[src/hdl/adcp_pkg.sv]
/*
 * Constants shared by the converter control port: register map, field
 * positions, reset values, code limits and pipeline depth.
 * Assumes a single 14-bit parallel data bus and two address bits.
 */
package adcp_pkg;
   // ----------------------------------------------------------------
   // Widths and register map
   // ----------------------------------------------------------------
   localparam int DATA_W = 14;
   localparam logic [1:0] ADDR_RESULT = 2'h0;
   localparam logic [1:0] ADDR_GAIN = 2'h1;
   localparam logic [1:0] ADDR_OFFSET = 2'h2;
   localparam logic [1:0] ADDR_CONTROL = 2'h3;

   // ----------------------------------------------------------------
   // Field positions
   // ----------------------------------------------------------------
   localparam int SOFT_RESET_POS = 0;
   localparam int GAIN_W = 3;
   localparam int OFFSET_W = 8;
   localparam int CTRL_PWD_POS = 13;
   localparam int CTRL_REF_POS = 12;
   localparam int CTRL_FMT_POS = 11;
   localparam int CTRL_TM_HI = 10;
   localparam int CTRL_TM_LO = 8;
   localparam int CTRL_DCO_POS = 7;
   localparam int CTRL_W = 7;

   // ----------------------------------------------------------------
   // Reset values
   // ----------------------------------------------------------------
   localparam logic [2:0] GAIN_RESET = 3'h0;
   localparam logic [7:0] OFFSET_RESET = 8'h00;
   localparam logic [6:0] CTRL_RESET = 7'h00;
   localparam logic [13:0] RESULT_RESET = 14'h0000;

   // ----------------------------------------------------------------
   // Codes and timing
   // ----------------------------------------------------------------
   localparam logic [14:0] CODE_MAX = 15'h3fff;
   localparam logic [2:0] TM_NORMAL_A = 3'h0;
   localparam logic [2:0] TM_NORMAL_B = 3'h4;
   localparam int LATENCY_STAGES = 9;
endpackage : adcp_pkg

[src/hdl/adcp_control_port.sv]
/*
 * Digital side of the 14-bit converter: parallel host port with four
 * registers, result pipeline with offset and format, over-range flag.
 * Assumes host pins, the sample clock pin and the raw core outputs are
 * asynchronous to clk, and that clk is much faster than the sample clock.
 */
// What this block does
// - Address 0 result, 1 gain, 2 offset, 3 control.
// - Write lands in selected register at the strobe's rising edge.
// - Data pins driven only while output enable is low.
// - Register 0 reads latest result; writing bit 0 clears other registers.
// - Gain is the low three bits of register 1, 0 to 7 dB.
// - Offset is signed low byte of register 2, added when enabled.
// - Control bit 7 enables offset addition on every sample.
// - Control bit 12 selects the external reference.
// - Binary codes 0, 8192, 16383; signed codes -8192, 0, 8191.
// - Over-range flag travels with its data word through the pipeline.
// - Result appears 9.5 sample-clock cycles after sampling.
// - Power-down turns analogue off; digital logic keeps running.
// - Control: bit 13 power-down, 12 ref, 11 format, 10-8 test, 7 offset.
// - Format bit one means signed; power-down bit one means powered down.
// - Test codes 000 and 100 normal; others force calibration voltages.
`timescale 1ns/1ps

module adcp_control_port #(
   parameter int DW = adcp_pkg::DATA_W,
   parameter int STAGES = adcp_pkg::LATENCY_STAGES
) (
   // Clock and reset
   input wire logic clk,
   input wire logic rst_n,
   // Host port pins
   input wire logic select_n,
   input wire logic write_strobe_n,
   input wire logic bus_drive_n,
   input wire logic reg_select_hi,
   input wire logic reg_select_lo,
   input wire logic [DW-1:0] dataIn,
   output logic [DW-1:0] dataOut,
   output logic dataOe_n,
   // Converter core
   input wire logic sampleClkPin,
   input wire logic [DW-1:0] rawCode,
   input wire logic rawOverRange,
   output logic over_range_flag,
   // Analogue controls
   output logic [2:0] gainSel,
   output logic refExternal,
   output logic powerDown,
   output logic [2:0] testMode,
   output logic testForce
);
   // ---------------------------------------------------------------
   // Input synchronisers
   // ---------------------------------------------------------------
   localparam int HW = DW + 5;
   logic [HW-1:0] host1_reg, host2_reg, host3_reg;
   logic [DW+1:0] samp1_reg, samp2_reg;
   logic sampClk3_reg;

   always_ff @(posedge clk or negedge rst_n) begin
      if (!rst_n) begin
         host1_reg <= '1;
         host2_reg <= '1;
         host3_reg <= '1;
         samp1_reg <= '0;
         samp2_reg <= '0;
         sampClk3_reg <= 1'b0;
      end else begin
         host1_reg <= {select_n, write_strobe_n, bus_drive_n,
                       reg_select_hi, reg_select_lo, dataIn};
         host2_reg <= host1_reg;
         host3_reg <= host2_reg;
         samp1_reg <= {sampleClkPin, rawOverRange, rawCode};
         samp2_reg <= samp1_reg;
         sampClk3_reg <= samp2_reg[DW+1];
      end
   end

   // Data and address are taken from the third stage: that copy was
   // sampled while the strobe was still low, so zero hold time is safe.
   wire strobeNow = host2_reg[DW+3];
   wire strobeOld = host3_reg[DW+3];
   wire selWr = !host3_reg[DW+4];
   wire [1:0] wrAddr = host3_reg[DW+1:DW];
   wire [DW-1:0] wrData = host3_reg[DW-1:0];
   wire selRd = !host2_reg[DW+4];
   wire driveRd = !host2_reg[DW+2];
   wire [1:0] rdAddr = host2_reg[DW+1:DW];
   wire writeEvt = strobeNow && !strobeOld && selWr;
   wire sampRise = samp2_reg[DW+1] && !sampClk3_reg;
   wire outLoad = !samp2_reg[DW+1] && sampClk3_reg;

   // ---------------------------------------------------------------
   // Register file
   // ---------------------------------------------------------------
   logic [2:0] gain_reg, gain_next;
   logic [7:0] offset_reg, offset_next;
   logic [6:0] ctrl_reg, ctrl_next;

   wire softReset = writeEvt && wrAddr == adcp_pkg::ADDR_RESULT
                    && wrData[adcp_pkg::SOFT_RESET_POS];
   wire wrGain = writeEvt && wrAddr == adcp_pkg::ADDR_GAIN;
   wire wrOffset = writeEvt && wrAddr == adcp_pkg::ADDR_OFFSET;
   wire wrCtrl = writeEvt && wrAddr == adcp_pkg::ADDR_CONTROL;

   // Reserved bits are not stored; host writes them as zero anyway.
   assign gain_next = softReset ? adcp_pkg::GAIN_RESET
                    : wrGain ? wrData[adcp_pkg::GAIN_W-1:0] : gain_reg;
   assign offset_next = softReset ? adcp_pkg::OFFSET_RESET
                  : wrOffset ? wrData[adcp_pkg::OFFSET_W-1:0]
                  : offset_reg;
   assign ctrl_next = softReset ? adcp_pkg::CTRL_RESET
                    : wrCtrl ? wrData[DW-1:DW-adcp_pkg::CTRL_W]
                    : ctrl_reg;

   always_ff @(posedge clk or negedge rst_n) begin
      if (!rst_n) begin
         gain_reg <= adcp_pkg::GAIN_RESET;
         offset_reg <= adcp_pkg::OFFSET_RESET;
         ctrl_reg <= adcp_pkg::CTRL_RESET;
      end else begin
         gain_reg <= gain_next;
         offset_reg <= offset_next;
         ctrl_reg <= ctrl_next;
      end
   end

   // Full-width views of the control word
   wire [DW-1:0] ctrlWord = {ctrl_reg, 7'h00};
   wire fmtSigned = ctrlWord[adcp_pkg::CTRL_FMT_POS];
   wire applyOffset = ctrlWord[adcp_pkg::CTRL_DCO_POS];
   wire [2:0] tmCode = ctrlWord[adcp_pkg::CTRL_TM_HI:adcp_pkg::CTRL_TM_LO];

   // ---------------------------------------------------------------
   // Result pipeline
   // ---------------------------------------------------------------
   // Capture stage plus nine stepping stages: a code taken at one rise
   // sits in the last stage nine rises later; the output loads on the
   // next falling edge, giving the half cycle.
   logic [DW:0] pipe_reg [STAGES+1];
   logic [DW-1:0] result_reg, result_next;
   logic over_reg;

   function automatic logic [13:0] offsetCode(input logic [13:0] code,
                                              input logic [7:0] off);
      logic signed [15:0] sum;
      sum = $signed({2'b00, code}) + $signed({{8{off[7]}}, off});
      if (sum < 0)
         offsetCode = 14'h0000;
      else if (sum > $signed({1'b0, adcp_pkg::CODE_MAX}))
         offsetCode = adcp_pkg::CODE_MAX[13:0];
      else
         offsetCode = sum[13:0];
   endfunction : offsetCode

   wire [DW-1:0] lastCode = pipe_reg[STAGES][DW-1:0];
   wire [DW-1:0] adjCode = applyOffset ?
                           offsetCode(lastCode, offset_reg) : lastCode;
   // Flipping the top bit maps 0/8192/16383 to -8192/0/8191.
   assign result_next = fmtSigned ?
                        {~adjCode[DW-1], adjCode[DW-2:0]} : adjCode;

   always_ff @(posedge clk or negedge rst_n) begin
      if (!rst_n) begin
         for (int i = 0; i <= STAGES; i++) begin
            pipe_reg[i] <= '0;
         end
      end else if (sampRise) begin
         pipe_reg[0] <= samp2_reg[DW:0];
         for (int i = 1; i <= STAGES; i++) begin
            pipe_reg[i] <= pipe_reg[i-1];
         end
      end
   end

   always_ff @(posedge clk or negedge rst_n) begin
      if (!rst_n) begin
         result_reg <= adcp_pkg::RESULT_RESET;
         over_reg <= 1'b0;
      end else if (outLoad) begin
         result_reg <= result_next;
         over_reg <= pipe_reg[STAGES][DW];
      end
   end

   // ---------------------------------------------------------------
   // Read path and pin drivers
   // ---------------------------------------------------------------
   logic [DW-1:0] readMux;
   always_comb begin
      unique case (rdAddr)
         adcp_pkg::ADDR_RESULT: readMux = result_reg;
         adcp_pkg::ADDR_GAIN: readMux = {11'h000, gain_reg};
         adcp_pkg::ADDR_OFFSET: readMux = {6'h00, offset_reg};
         adcp_pkg::ADDR_CONTROL: readMux = ctrlWord;
      endcase
   end

   logic [DW-1:0] dataOut_reg;
   logic dataOe_n_reg, over_range_flag_reg, refExternal_reg;
   logic powerDown_reg, testForce_reg;
   logic [2:0] gainSel_reg, testMode_reg;

   always_ff @(posedge clk or negedge rst_n) begin
      if (!rst_n) begin
         dataOut_reg <= '0;
         dataOe_n_reg <= 1'b1;
         over_range_flag_reg <= 1'b0;
         gainSel_reg <= adcp_pkg::GAIN_RESET;
         refExternal_reg <= 1'b0;
         powerDown_reg <= 1'b0;
         testMode_reg <= 3'h0;
         testForce_reg <= 1'b0;
      end else begin
         dataOut_reg <= readMux;
         dataOe_n_reg <= !(selRd && driveRd);
         over_range_flag_reg <= over_reg;
         gainSel_reg <= gain_reg;
         refExternal_reg <= ctrlWord[adcp_pkg::CTRL_REF_POS];
         // Only analogue is gated; this logic keeps running.
         powerDown_reg <= ctrlWord[adcp_pkg::CTRL_PWD_POS];
         testMode_reg <= tmCode;
         testForce_reg <= tmCode != adcp_pkg::TM_NORMAL_A
                          && tmCode != adcp_pkg::TM_NORMAL_B;
      end
   end

   assign dataOut = dataOut_reg;
   assign dataOe_n = dataOe_n_reg;
   assign over_range_flag = over_range_flag_reg;
   assign gainSel = gainSel_reg;
   assign refExternal = refExternal_reg;
   assign powerDown = powerDown_reg;
   assign testMode = testMode_reg;
   assign testForce = testForce_reg;
endmodule : adcp_control_port

[config.mk]
export PLATFORM = sky130hd
export DESIGN_NAME = adcp_control_port
export DESIGN_NICKNAME = d
export VERILOG_FILES = /design/src/hdl/adcp_pkg.sv /design/src/hdl/adcp_control_port.sv
export SDC_FILE = /design/constraint.sdc
export NUM_CORES = 1
export LEC_CHECK = 0
export BUFFER_PORTS_ARGS = -buffer_cell sky130_fd_sc_hd__buf_2
export CAP_MARGIN = 30
export CORE_ASPECT_RATIO = 1.2
export CORE_MARGIN = 1.5
export CORE_UTILIZATION = 54
export CTS_CLUSTER_SIZE = 16
export DETAILED_ROUTE_END_ITERATION = 6
export GPL_TIMING_DRIVEN = 0
export PLACE_DENSITY_LB_ADDON = 0.25
export SLEW_MARGIN = 20
export SYNTH_ARGS = -nofsm -noshare
export SYNTH_HDL_FRONTEND = slang
export SYNTH_SLANG_ARGS = --single-unit
[constraint.sdc]
create_clock -name clk -period 2.3 [get_ports clk]
set_input_delay 0.115 -clock clk [delete_from_list [all_inputs] [get_ports clk]]
set_output_delay 0.115 -clock clk [all_outputs]
set_load 0.005 [all_outputs]
* Word-level counts from Yosys, hierarchy flattened
Index checks and enable logic that the tools add are counted.
Storage, ports and cells: bits in registers 298, output and inout port bits 25, input bits 37
Operators by class: $lt $le $gt $ge 2, equal/unequal tests 7, reductions and logical operators 24, add/sub/neg operators 1, mux-type cells 11, bitwise gates (word level) 1
Operators with widths (number):
- two-way mux 14 bit | 4
- case mux 14 bit (4 select lines) | 1
- adder 15 x 8 -> 16 bit | 1
- > comparator 16 x 15 -> 1 bit (second input constant) | 1
- less-than comparator 16 x 1 -> 1 bit (second input constant) | 1
- two-way mux 8 bit | 2
- two-way mux 7 bit | 2
- logical AND 1 bit | 11
- == test 2 bit (second input constant) | 4
- logical NOT 1 bit | 7
- two-way mux 3 bit | 2
- nonzero test 2 bit | 3
- == test 2 x 1 -> 1 bit (second input constant) | 2
- logical NOT 2 bit | 2
- != test 3 bit (second input constant) | 1
- nonzero test 3 bit | 1
- NOT 1 bit | 1

* Logic depth before layout (Yosys ltp)
Gate-level depths: netlist (run 1).
depth in word-level cells 7, gate-level depth with buffers 11

* Worst setup path before layout (run 1)
OpenSTA, ideal clock, no wires.
path type register -> register, start register offset_reg[7], end register result_reg[13], cell stages (with the launch flop) 9, arrival 2380 ps, path buffers 0, setup slack -208 ps, path through dfrtp_1 ha_1 nand2_2 nor4b_2 a21oi_1 or4b_4 mux2i_4 o211ai_1 mux2i_1
Between the ends: longest elaborated chain between the ends 7, elaborated cells between the ends (all ways) 8, classes of those cells 1 x add/sub; 2 x order compare; 4 x mux; 1 x bitwise
RTL lines:
- start, declared | RTL line adcp_control_port.sv:98 | logic [7:0] offset_reg, offset_next;
- start signal, assigned | RTL line adcp_control_port.sv:120 | offset_reg <= adcp_pkg::OFFSET_RESET;
- start signal, assigned | RTL line adcp_control_port.sv:124 | offset_reg <= offset_next;
- adder 15 x 8 -> 16 bit * | RTL line adcp_control_port.sv:148 | sum = $signed({2'b00, code}) + $signed({{8{off[7]}}, off});
- > comparator 16 x 15 -> 1 bit | RTL line adcp_control_port.sv:151 | else if (sum > $signed({1'b0, adcp_pkg::CODE_MAX}))
- two-way mux 14 bit | RTL line adcp_control_port.sv:151
- two-way mux 14 bit * | RTL line adcp_control_port.sv:149 | if (sum < 0)
- two-way mux 14 bit * | RTL line adcp_control_port.sv:158 | wire [DW-1:0] adjCode = applyOffset ?
- NOT 1 bit | RTL line adcp_control_port.sv:162 | {~adjCode[DW-1], adjCode[DW-2:0]} : adjCode;
- two-way mux 14 bit * | RTL line adcp_control_port.sv:161 | assign result_next = fmtSigned ?
- end signal, assigned | RTL line adcp_control_port.sv:179 | result_reg <= adcp_pkg::RESULT_RESET;
- end signal, assigned | RTL line adcp_control_port.sv:182 | result_reg <= result_next;
- end, declared | RTL line adcp_control_port.sv:142 | logic [DW-1:0] result_reg, result_next;
Every way passes the cells marked *; elsewhere a longest branch is shown, timed or not. A chain may end at the register's enable or synchronous reset.

* Worst setup path in the final report (run 1)
start register offset_reg[7], end register result_reg[9]
Between the ends: longest elaborated chain between the ends 6, elaborated cells between the ends (all ways) 7, classes of those cells 1 x add/sub; 2 x order compare; 4 x mux
RTL lines (RTL line):
- adder 15 x 8 -> 16 bit * | adcp_control_port.sv:148
- > comparator 16 x 15 -> 1 bit | adcp_control_port.sv:151
- two-way mux 14 bit | adcp_control_port.sv:151
- two-way mux 14 bit * | adcp_control_port.sv:149
- two-way mux 14 bit * | adcp_control_port.sv:158
- two-way mux 14 bit * | adcp_control_port.sv:161
Marked as above.

==> key figures, run 1 <==
Status
  • Run status: finished with violations
  • Violations in the final reports: setup timing

Route
  • Antenna viol nets, final: 0
  • TritonRoute pass-1 iters: 4
  • Via density per instance: ~5.4
  • Remaining routing DRC violations: 0
  • Routed wire per std cell: approximately 17 um
  • Routed via count: ~6,000
  • Number of DRC violations after detailed-routing iteration 0: roughly 250
  • Detailed Route WL: around 19,000 um

Final layout
  • Number of diodes: 0
  • Fraction of final layout cells with drive strength greater than 1: around 43%
  • Post-route core utilization: 66.7%
  • Area growth from synthesis to final layout: 20.8%
  • Post-route insts no fill: about 1,100
  • Max reg flops: approximately 140
  • # nets final: 892

Synth
  • Count of flip-flops with a built-in enable after synthesis: 0
  • Xor/xnor cell area share of the yosys netlist: 0.808%
  • Number of warning messages in the yosys log: 0
  • Post-Synthesis Cell Area: approximately 11,000 um2
  • Basic-gate share of the synthesized area counting and, or, nand and nor cells: between 3 and 4%
  • Arithmetic-cell share of the synthesized area counting full adders, half adders and majority gates: 1.92%
  • Cell with the most instances after synthesis: dfrtp_1
  • Synth unique cells: 42
  • Net count after synthesis: 752
  • Area leader, netlist: dfrtp_1
  • Fraction of the mapped netlist area in compound gates: under 10%
  • Synthesized instance count: 699
  • Share of synthesized area spent on multiplexers: between 15 and 20%
  • Fraction of synthesis flops using an asynchronous set or reset pin: 100%
  • Fraction of synthesized cell area taken by the top area cell type: between 50% and 60%
  • Most numerous cell types in the synthesized netlist: dfrtp_1, mux2_2, dfstp_2
  • Synth Area per Inst: 15.5 um2
  • Leading cell types by total area after synthesis: dfrtp_1, mux2_2, dfstp_2
  • Register bit total from synthesis: between 200 and 300
  • Most frequently used flop master after synthesis: dfrtp_1
  • Combinational family with the most area after synthesis: multiplexers
  • Sequential fraction of the synthesis area: between 60% and 70%

Pwr
  • Leakage power: between 5 and 6 nW
  • Worst ir drop on vdd: around 790 uV
  • Power density cells: roughly 1200 nW/um2

STA
  • Final-report setup violation count: 14
  • Final hold violation count: 0
  • Total negative slack for setup checks: -3910 ps
  • Post-route fraction of the period consumed by the critical path: 113%
  • Tightest Pin Transition: about 950 ps
  • Minimum clock period after layout: between 2000 and 3000 ps
  • Max_slew headroom: 36.3%
  • RSZ-0062 raised after global routing: true
  • Clock skew: between 20 and 25 ps
  • Least setup slack across all paths after layout: -302 ps
  • Final hold slack: between 200 and 250 ps
  • Max Transition Viols Final: 0
  • Timing-limited maximum frequency: between 300 and 400 MHz

Global route
  • GRT Util Overall: 19.0%
  • First-pass GRT wire length: ~32,000 um
  • Antenna violations before repair: 0
  • Pin count of the biggest net entering global routing: around 110
  • Vias in the first global route: approximately 6,300
  • Total congestion overflow after global routing: 0

Place
  • DP Wirelength: around 12,000 um
  • Cell Count Post-Placement: around 1,000
  • Gp weighted congestion: roughly 0.84
  • Port buffer count: 61

Floorplanning
  • Die outline area: 20,900 um2
  • Die span in x: 132 um
  • Placement row count: 56
  • Area inside the core boundary: 19,600 um2
  • Initial Util: between 50% and 60%
  • I/O pin cnt: slightly above 60
  • Vertical die dimension: approximately 160 um

CTS
  • CTS sink cnt: ~300
  • Clock slew seen by the registers of the worst setup and hold paths: around 70 ps
  • Max Buffers Root-to-Sink: 3
  • Number of clock buffers inserted by TritonCTS: 28
  • TritonCTS clock tree: yes
  • Worst-skew pair later-pin latency: ~530 ps
  • Number of levels in the clock H-tree: 1
  • Root buffer cell: clkbuf_16

Setup path
  • Startpoint-to-endpoint class of the critical path: reg2reg
  • CP Data Arrival Time: 3060 ps
  • Critical Path Source Type: flop
  • Reg-to-reg setup timing slack: -300 ps
  • Critical path capture point type: flop
  • Largest stage delay on the critical path: 560 ps
  • Max Fanout on Critical Path: 6
  • CP Data Required Time: 2750 ps
  • Critical Path Slowest Stage Cell: dfrtp_4
  • Cells along the critical path: ha_4 -> o21ai_4 -> nor4b_4 -> a21oi_2 -> or4b_4 -> mux2i_4 -> buf_6 -> nor2_1 -> o21ai_1

Worst hold path
  • Path type of the worst min-delay path: in2async

Job
  • Max Cap Viol: 0
==> area by class of cell <==
cell class	instances	area [um2]
sequential	297	7510
tap	261	327
inverter	7	26.3
clock inverter	10	63.8
buffer	27	120
timing repair buffer	110	815
multi-input combinational	368	3390
clock buffer	42	836
fill	1374	6530
==> critical path, delay by kind of cell, from the launching register on <==
family | cells | cell delay, ps
simple gates | 3 | 910
compound gates | 3 | 300
fa+ha+maj | 1 | 310
mux | 1 | 260
buf+inv | 1 | 180
flops | 1 | 560
==> timing repair <==
item | in CTS | in global routing
pin swaps | 10 | 6
endpoints found under the setup margin | 14 | 71
resized for setup | 17 | 27
gates cloned | 1 | 0
hold buffers | 36 | 0
buffers inserted | 8 | 2
hold endpoints to repair | 97 | 0
==> cells by family (layout without fill, tap and decap cells) <==
| group | Yosys count | after routing |
|---|---|---|
| flip-flops | 297 | 297 |
| multiplexers | 168 | 168 |
| AO/OA/AOI/OAI | 95 | 95 |
| AND/OR/NAND/NOR | 79 | 79 |
| buffers and inverters | 34 | 196 |
| adder cells (fa/ha/maj) | 16 | 16 |
| XOR/XNOR | 10 | 10 |
==> power by group <==
part,internal [mW],switching [mW],total (mW)
Clock,2.53,1.89,4.41
Sequential,6.71,0.893,7.60
Combinational,1.91,1.42,3.33
Total,11.1,4.20,15.3
==> layout by cell type, fill, tap and decap left out, drive strengths merged, types with 2 or more instances in the layout <==
| cell | instances |
|---|---|
| nand2 | 11 |
| o211ai | 3 |
| clkbuf | 68 |
| a21oi | 31 |
| ha | 15 |
| or3 | 2 |
| o21a | 3 |
| nor4b | 2 |
| xnor2 | 7 |
| clkinvlp | 2 |
| mux2i | 16 |
| nor2b | 2 |
| xor2 | 3 |
| a21o | 6 |
| dfrtp | 240 |
| mux2 | 152 |
| o2111ai | 2 |
| buf | 75 |
| a31oi | 2 |
| or2 | 2 |
| and2 | 2 |
| nor3 | 2 |
| o21ai | 26 |
| nor2 | 38 |
| a211oi | 2 |
| dlygate4sd3 | 36 |
| clkinv | 5 |
| a22o | 17 |
| nor3b | 12 |
| dfstp | 57 |
| inv | 10 |
| nand2b | 2 |
==> metrics by stage <==
step	total power, mW	setup WS [ps]	cell area [um2]
finish	15.3	-302	13100
global route	16.2	-398	13100
CTS	15.4	-274	13000
detailed placement	10.6	-472	11600
global placement	10.4	-4200	11500
floorplan	9.59	-117	10900
==> layer usage <==
layer	global-route usage [%]	share of wire (%)
met1	22.9	40
met2	34.8	54
met3	3.17	3.4
met4	6.75	2.9
met5	0	0
==> worst paths after layout <==
kind,start,to,cells after the start
min,rst_n,result_reg[10],2
max,offset_reg[7],result_reg[9],9
min reg2reg,samp1_reg[0],samp2_reg[0],0
max reg2reg,offset_reg[7],result_reg[9],9
min in group clk,dataIn[3],host1_reg[3],2
max in group asynchronous,rst_n,pipe_reg[143],3
Note: power is estimated with default switching activity, not from simulation.
==> run 2, diff against run 1 <==
Settings changed: CORE_ASPECT_RATIO 1.2 to unset.
==> run 2 against run 1 <==
The run still ends with setup timing left; critical path depth shrank 1; wire length shrank 1.5%; combinational power grew 6.0%; sequential power is essentially flat; clock power grew 5.0%; sequential share of layout area shrank 0.78 points; setup slack lost 74 ps; critical endpoint is now result_reg[13]; largest power group unchanged.
==> key figures, run 2 (synthesis results as in run 1) <==
Setup path
  • Critical Path Slowest Stage Cell: dfrtp_4
  • Reg-to-reg setup timing slack: -380 ps
  • Reg-to-reg critical path endpoint: result_reg[13]
  • Max Fanout on Critical Path: 8
  • Cells along the critical path: ha_4 -> o21ai_4 -> nor4b_4 -> a21oi_2 -> or4b_4 -> mux2i_4 -> o211ai_1 -> mux2i_1
  • CP Data Arrival Time: between 3000 and 4000 ps
  • Startpoint-to-endpoint class of the critical path: reg2reg
  • Critical path's top delay family: simple AND/OR/NAND/NOR gates
  • Critical path capture point type: flop
  • Critical Path Source Type: flop
  • Depth of the worst register-to-register path: 8
  • Crit path buf inv count: 0
  • Largest stage delay on the critical path: between 500 and 600 ps
  • CP Data Required Time: approximately 2700 ps
  • Launch instance of the worst register-to-register path: offset_reg[7]

Floorplanning
  • Initial Util: 55.3%
  • Area inside the core boundary: ~20,000 um2
  • Vertical die dimension: between 100 and 150 um
  • Placement row count: 51
  • I/O pin cnt: 62
  • Die span in x: between 100 and 150 um
  • Die outline area: approximately 21,000 um2

Route
  • Routed via count: between 5,000 and 6,000
  • Via density per instance: about 5.3
  • Detailed Route WL: 18,500 um
  • Number of DRC violations after detailed-routing iteration 0: between 200 and 250
  • Routed wire per std cell: between 15 and 20 um
  • Antenna viol nets, final: 0
  • TritonRoute pass-1 iters: 4
  • Remaining routing DRC violations: 0

Global route
  • Vias in the first global route: 6,143
  • Pin count of the biggest net entering global routing: between 100 and 150
  • GRT Util Overall: between 10% and 20%
  • Total congestion overflow after global routing: 0
  • First-pass GRT wire length: 30,600 um
  • Antenna violations before repair: 0

CTS
  • CTS sink cnt: ~300
  • Max Buffers Root-to-Sink: 3
  • Clock slew seen by the registers of the worst setup and hold paths: approximately 60 ps
  • Number of levels in the clock H-tree: 1
  • TritonCTS clock tree: yes
  • Root buffer cell: clkbuf_16
  • Worst-skew pair later-pin latency: approximately 550 ps
  • Number of clock buffers inserted by TritonCTS: 29

STA
  • Max_slew headroom: 41.1%
  • Post-route fraction of the period consumed by the critical path: 116%
  • Tightest Pin Transition: ~880 ps
  • Least setup slack across all paths after layout: -376 ps
  • Minimum clock period after layout: between 2000 and 3000 ps
  • Timing-limited maximum frequency: 374 MHz
  • Total negative slack for setup checks: -4660 ps
  • Clock skew: ~23 ps
  • Final hold violation count: 0
  • Final-report setup violation count: 14
  • RSZ-0062 raised after global routing: true
  • Max Transition Viols Final: 0

Place
  • Port buffer count: 61
  • Gp weighted congestion: just under 0.8
  • DP Wirelength: 12,100 um
  • Placement Cell Area: about 12,000 um2

Pwr
  • Power density cells: between 1000 and 1500 nW/um2
  • Worst ir drop on vdd: approximately 670 uV
  • Leakage power: between 5 and 6 nW
  • Design Power: roughly 16 mW

Final layout
  • Area growth from synthesis to final layout: 22.5%
  • Fraction of final layout cells with drive strength greater than 1: about 44%
  • Max reg flops: around 140
  • Number of diodes: 0
  • # nets final: approximately 900
  • Commonest cells after routing, fill and taps aside: dfrtp_1, mux2_2, buf_2, dfstp_2, dlygate4sd3_1
  • Commonest non-fill, non-tap cell in the layout: dfrtp_1
  • Final cell area excluding filler cells: 13,300 um2

Status
  • Violations in the final reports: setup timing
  • Run status: finished with violations

Job
  • Max Cap Viol: 0

Worst hold path
  • Path type of the worst min-delay path: in2async
run 2: final cells by class:
class	instances	area, um2
Sequential cell	297	7510
Timing Repair Buffer	115	855
Clock buffer	46	851
Clock inverter	8	108
Buffer	27	128
Multi-Input combinational cell	368	3460
Tap cell	265	332
Fill cell	1347	6320
Inverter	7	26.3
run 2: how the worst max path moves through the flow:
| stage | from | end | slack [ps] | depth (start not counted) |
|---|---|---|---|---|
| floorplan | offset_reg[7] | result_reg[13] | -120 | 8 |
| global placement | rst_n | offset_reg[7] | -4220 | 1 |
| detailed placement | offset_reg[7] | result_reg[3] | -560 | 9 |
| CTS | offset_reg[7] | result_reg[9] | -310 | 9 |
| global route | lastCode[0] | result_reg[13] | -500 | 10 |
| finish | offset_reg[7] | result_reg[13] | -380 | 8 |
run 2: worst reg2reg max path, stage by stage, from the launching register on:
cell and delay (ps):
dfrtp_4 570, ha_4 320, o21ai_4 60, nor4b_4 340, a21oi_2 100, or4b_4 530, mux2i_4 290, o211ai_1 180
mux2i_1 160
run 2: per-layer routing:
layer,up-vias,wire length (um),global-route usage [%]
li1,2769,-,-
met1,3030,8070,24.4
met2,121,9310,32.4
met3,48,593,2.85
met4,0,546,6.22
met5,-,0,0
run 2: stage by stage:
| stage | instances | hold slack (ps) | utilization [%] | setup slack [ps] |
|---|---|---|---|---|
| after global placement | 1025 | 220 | 58.8 | -4220 |
| after global routing | 1133 | 179 | 67.7 | -497 |
| final | 1133 | 183 | 67.7 | -376 |
| after CTS | 1127 | 176 | 67.0 | -311 |
| after floorplan | 699 | -181 | - | -117 |
| after detailed placement | 1027 | 187 | 59.1 | -564 |
run 2: repair_timing:
| action | in CTS | in global routing |
|---|---|---|
| cloned | 1 | 0 |
| resized for setup | 29 | 31 |
| hold buffers | 36 | 0 |
| endpoints found under the setup margin | 21 | 49 |
| buffers inserted | 9 | 6 |
| endpoints found under the hold margin | 110 | 0 |
| pin swaps | 10 | 10 |
run 2: where the power goes:
part | switching, mW | internal (mW) | leakage, nW | total [mW]
Sequential | 0.882 | 6.71 | 3.52 | 7.59
Combinational | 1.53 | 2.00 | 1.91 | 3.53
Clock | 1.86 | 2.77 | 0.466 | 4.63
Total | 4.27 | 11.5 | 5.90 | 15.7
==> run 3, diff against run 2 <==
Settings changed: CELL_PAD_IN_SITES_DETAIL_PLACEMENT set to 1, CELL_PAD_IN_SITES_GLOBAL_PLACEMENT set to 1, CORE_UTILIZATION 54 to 46, PLACE_DENSITY_LB_ADDON 0.25 to 0.05.
==> run 3 against run 2 <==
Die area increased by 17%; global-route usage decreased by 0.23 points; sequential cell count unchanged; largest cell class unchanged; critical path type unchanged; the flow still finishes with violations (setup timing); critical path depth increased by 1; hold slack got worse by 0.82 ps; first-iteration DRC count decreased by 37%; largest power group unchanged; combinational power about the same; utilization decreased by 9.3 points; sequential share of layout area decreased by 0.33 points; non-clock buffer count increased by 2; register-to-register slack got worse by 50 ps.
==> key figures, run 3 (synthesis results as in run 1) <==
Status
  • Run status: finished with violations
  • Violations in the final reports: setup timing

Route
  • Routed wire per std cell: between 15 and 20 um
  • Via density per instance: between 5 and 6
  • Detailed Route WL: 21,200 um
  • Remaining routing DRC violations: 0
  • TritonRoute pass-1 iters: 4
  • Routed via count: 5,960
  • Antenna viol nets, final: 0
  • Number of DRC violations after detailed-routing iteration 0: about 160

Setup path
  • Startpoint-to-endpoint class of the critical path: reg2reg
  • CP Data Arrival Time: between 3000 and 4000 ps
  • Cells along the critical path: ha_4 -> nand2_4 -> nor4b_4 -> a21oi_2 -> or4b_4 -> mux2i_4 -> buf_12 -> o211ai_1 -> mux2i_1
  • Critical Path Slowest Stage Cell: dfrtp_4
  • CP Data Required Time: about 2700 ps
  • Max Fanout on Critical Path: 7
  • Largest stage delay on the critical path: approximately 560 ps
  • Critical Path Source Type: flop
  • Critical path capture point type: flop

Final layout
  • Post-route core utilization: a little under 60%
  • Commonest cells after routing, fill and taps aside: dfrtp_1, mux2_2, buf_2, dfstp_2, dlygate4sd3_1
  • # nets final: about 900
  • Number of diodes: 0
  • Commonest non-fill, non-tap cell in the layout: dfrtp_1
  • Max reg flops: about 140
  • Fraction of final layout cells with drive strength greater than 1: ~45%
  • Area growth from synthesis to final layout: 23.2%

Place
  • Port buffer count: 61
  • DP Wirelength: 14,000 um
  • Worst setup timing slack at the placement stage: -766 ps
  • Gp weighted congestion: 0.757

CTS
  • Clock slew seen by the registers of the worst setup and hold paths: roughly 60 ps
  • Number of clock buffers inserted by TritonCTS: 30
  • TritonCTS clock tree: yes
  • CTS sink cnt: 297
  • Worst-skew pair later-pin latency: 540 ps
  • Number of levels in the clock H-tree: 1
  • Root buffer cell: clkbuf_16
  • Max Buffers Root-to-Sink: 3

Global route
  • First-pass GRT wire length: 35,600 um
  • GRT Util Overall: between 10% and 20%
  • Antenna violations before repair: 0
  • Pin count of the biggest net entering global routing: ~100
  • Total congestion overflow after global routing: 0
  • Vias in the first global route: around 6,700

STA
  • Timing-limited maximum frequency: roughly 370 MHz
  • Max Transition Viols Final: 0
  • Final hold slack: 182 ps
  • Post-route fraction of the period consumed by the critical path: 119%
  • Least setup slack across all paths after layout: -428 ps
  • Tightest Pin Transition: 901 ps
  • RSZ-0062 raised after global routing: true
  • Final hold violation count: 0
  • Final-report setup violation count: 14
  • Clock skew: ~11 ps
  • Max_slew headroom: 39.7%
  • Minimum clock period after layout: between 2000 and 3000 ps
  • Total negative slack for setup checks: -5630 ps

Floorplanning
  • Area inside the core boundary: approximately 23,000 um2
  • I/O pin cnt: 62
  • Die span in x: 156 um
  • Initial Util: a little under half
  • Die outline area: approximately 24,000 um2
  • Placement row count: 55
  • Vertical die dimension: 156 um

Pwr
  • Leakage power: between 5 and 6 nW
  • Power density cells: 1200 nW/um2
  • Worst ir drop on vdd: slightly below 800 uV

Job
  • Max Cap Viol: 0

Worst hold path
  • Path type of the worst min-delay path: in2async
-- run 3: changes by cell type in the layout (fill, tap and decap cells not counted), sizes merged --
cell | previous run | this run
clkbuf | 72 | 61
clkinv | 4 | 11
clkinvlp | 1 | 6
buf | 80 | 83
-- run 3: cell type report --
class	count	area (um2)
buffer	27	133
clock buffer	36	825
clock inverter	20	179
fill	2194	9500
inverter	7	26.3
multi-input combinational	368	3400
sequential	297	7510
tap	313	392
timing repair buffer	117	880
-- run 3: critical path: cells and delay by family, from the launching register on --
family / cells / cell delay [ps]
AO/OA/AOI/OAI: 2 / 230
adder cells (fa/ha/maj): 1 / 330
multiplexers: 2 / 350
buffers and inverters: 1 / 150
AND/OR/NAND/NOR: 3 / 980
flip-flops: 1 / 560
-- run 3: metal layers --
metal	GRT usage (%)	wire length, um
met2	32.2	10800
met4	4.40	351
met5	0	0
met3	2.41	567
met1	24.8	9550
-- run 3: worst paths after layout --
check / end / cells past startpoint / slack [ps] / from
max: result_reg[13] / 9 / -430 / offset_reg[7]
min: ctrl_reg[4] / 2 / 180 / rst_n
max reg2reg: result_reg[13] / 9 / -430 / offset_reg[7]
min reg2reg: samp2_reg[2] / 0 / 350 / samp1_reg[2]
max in group asynchronous: pipe_reg[75] / 3 / 1170 / rst_n
min in group clk: host1_reg[11] / 2 / 210 / dataIn[11]
-- run 3: stage by stage --
step	area [um2]	instances	power [mW]
CTS	13200	1179	16.0
global route	13300	1185	16.8
detailed placement	11600	1075	10.7
global placement	11600	1073	10.5
floorplan	10900	699	9.59
finish	13300	1185	16.0
-- run 3: timing repair --
| item | 4_1_cts | 5_1_grt |
|---|---|---|
| setup endpoints to repair | 25 | 95 |
| buffers inserted | 11 | 6 |
| cloned | 1 | 0 |
| endpoints found under the hold margin | 86 | 0 |
| pin swaps | 8 | 16 |
| hold buffers | 36 | 0 |
| resized for setup | 26 | 34 |
-- run 3: power breakdown --
| group | internal, mW | switching [mW] |
|---|---|---|
| Clock | 2.80 | 2.02 |
| Sequential | 6.71 | 0.919 |
| Combinational | 1.96 | 1.55 |
| Total | 11.5 | 4.49 |
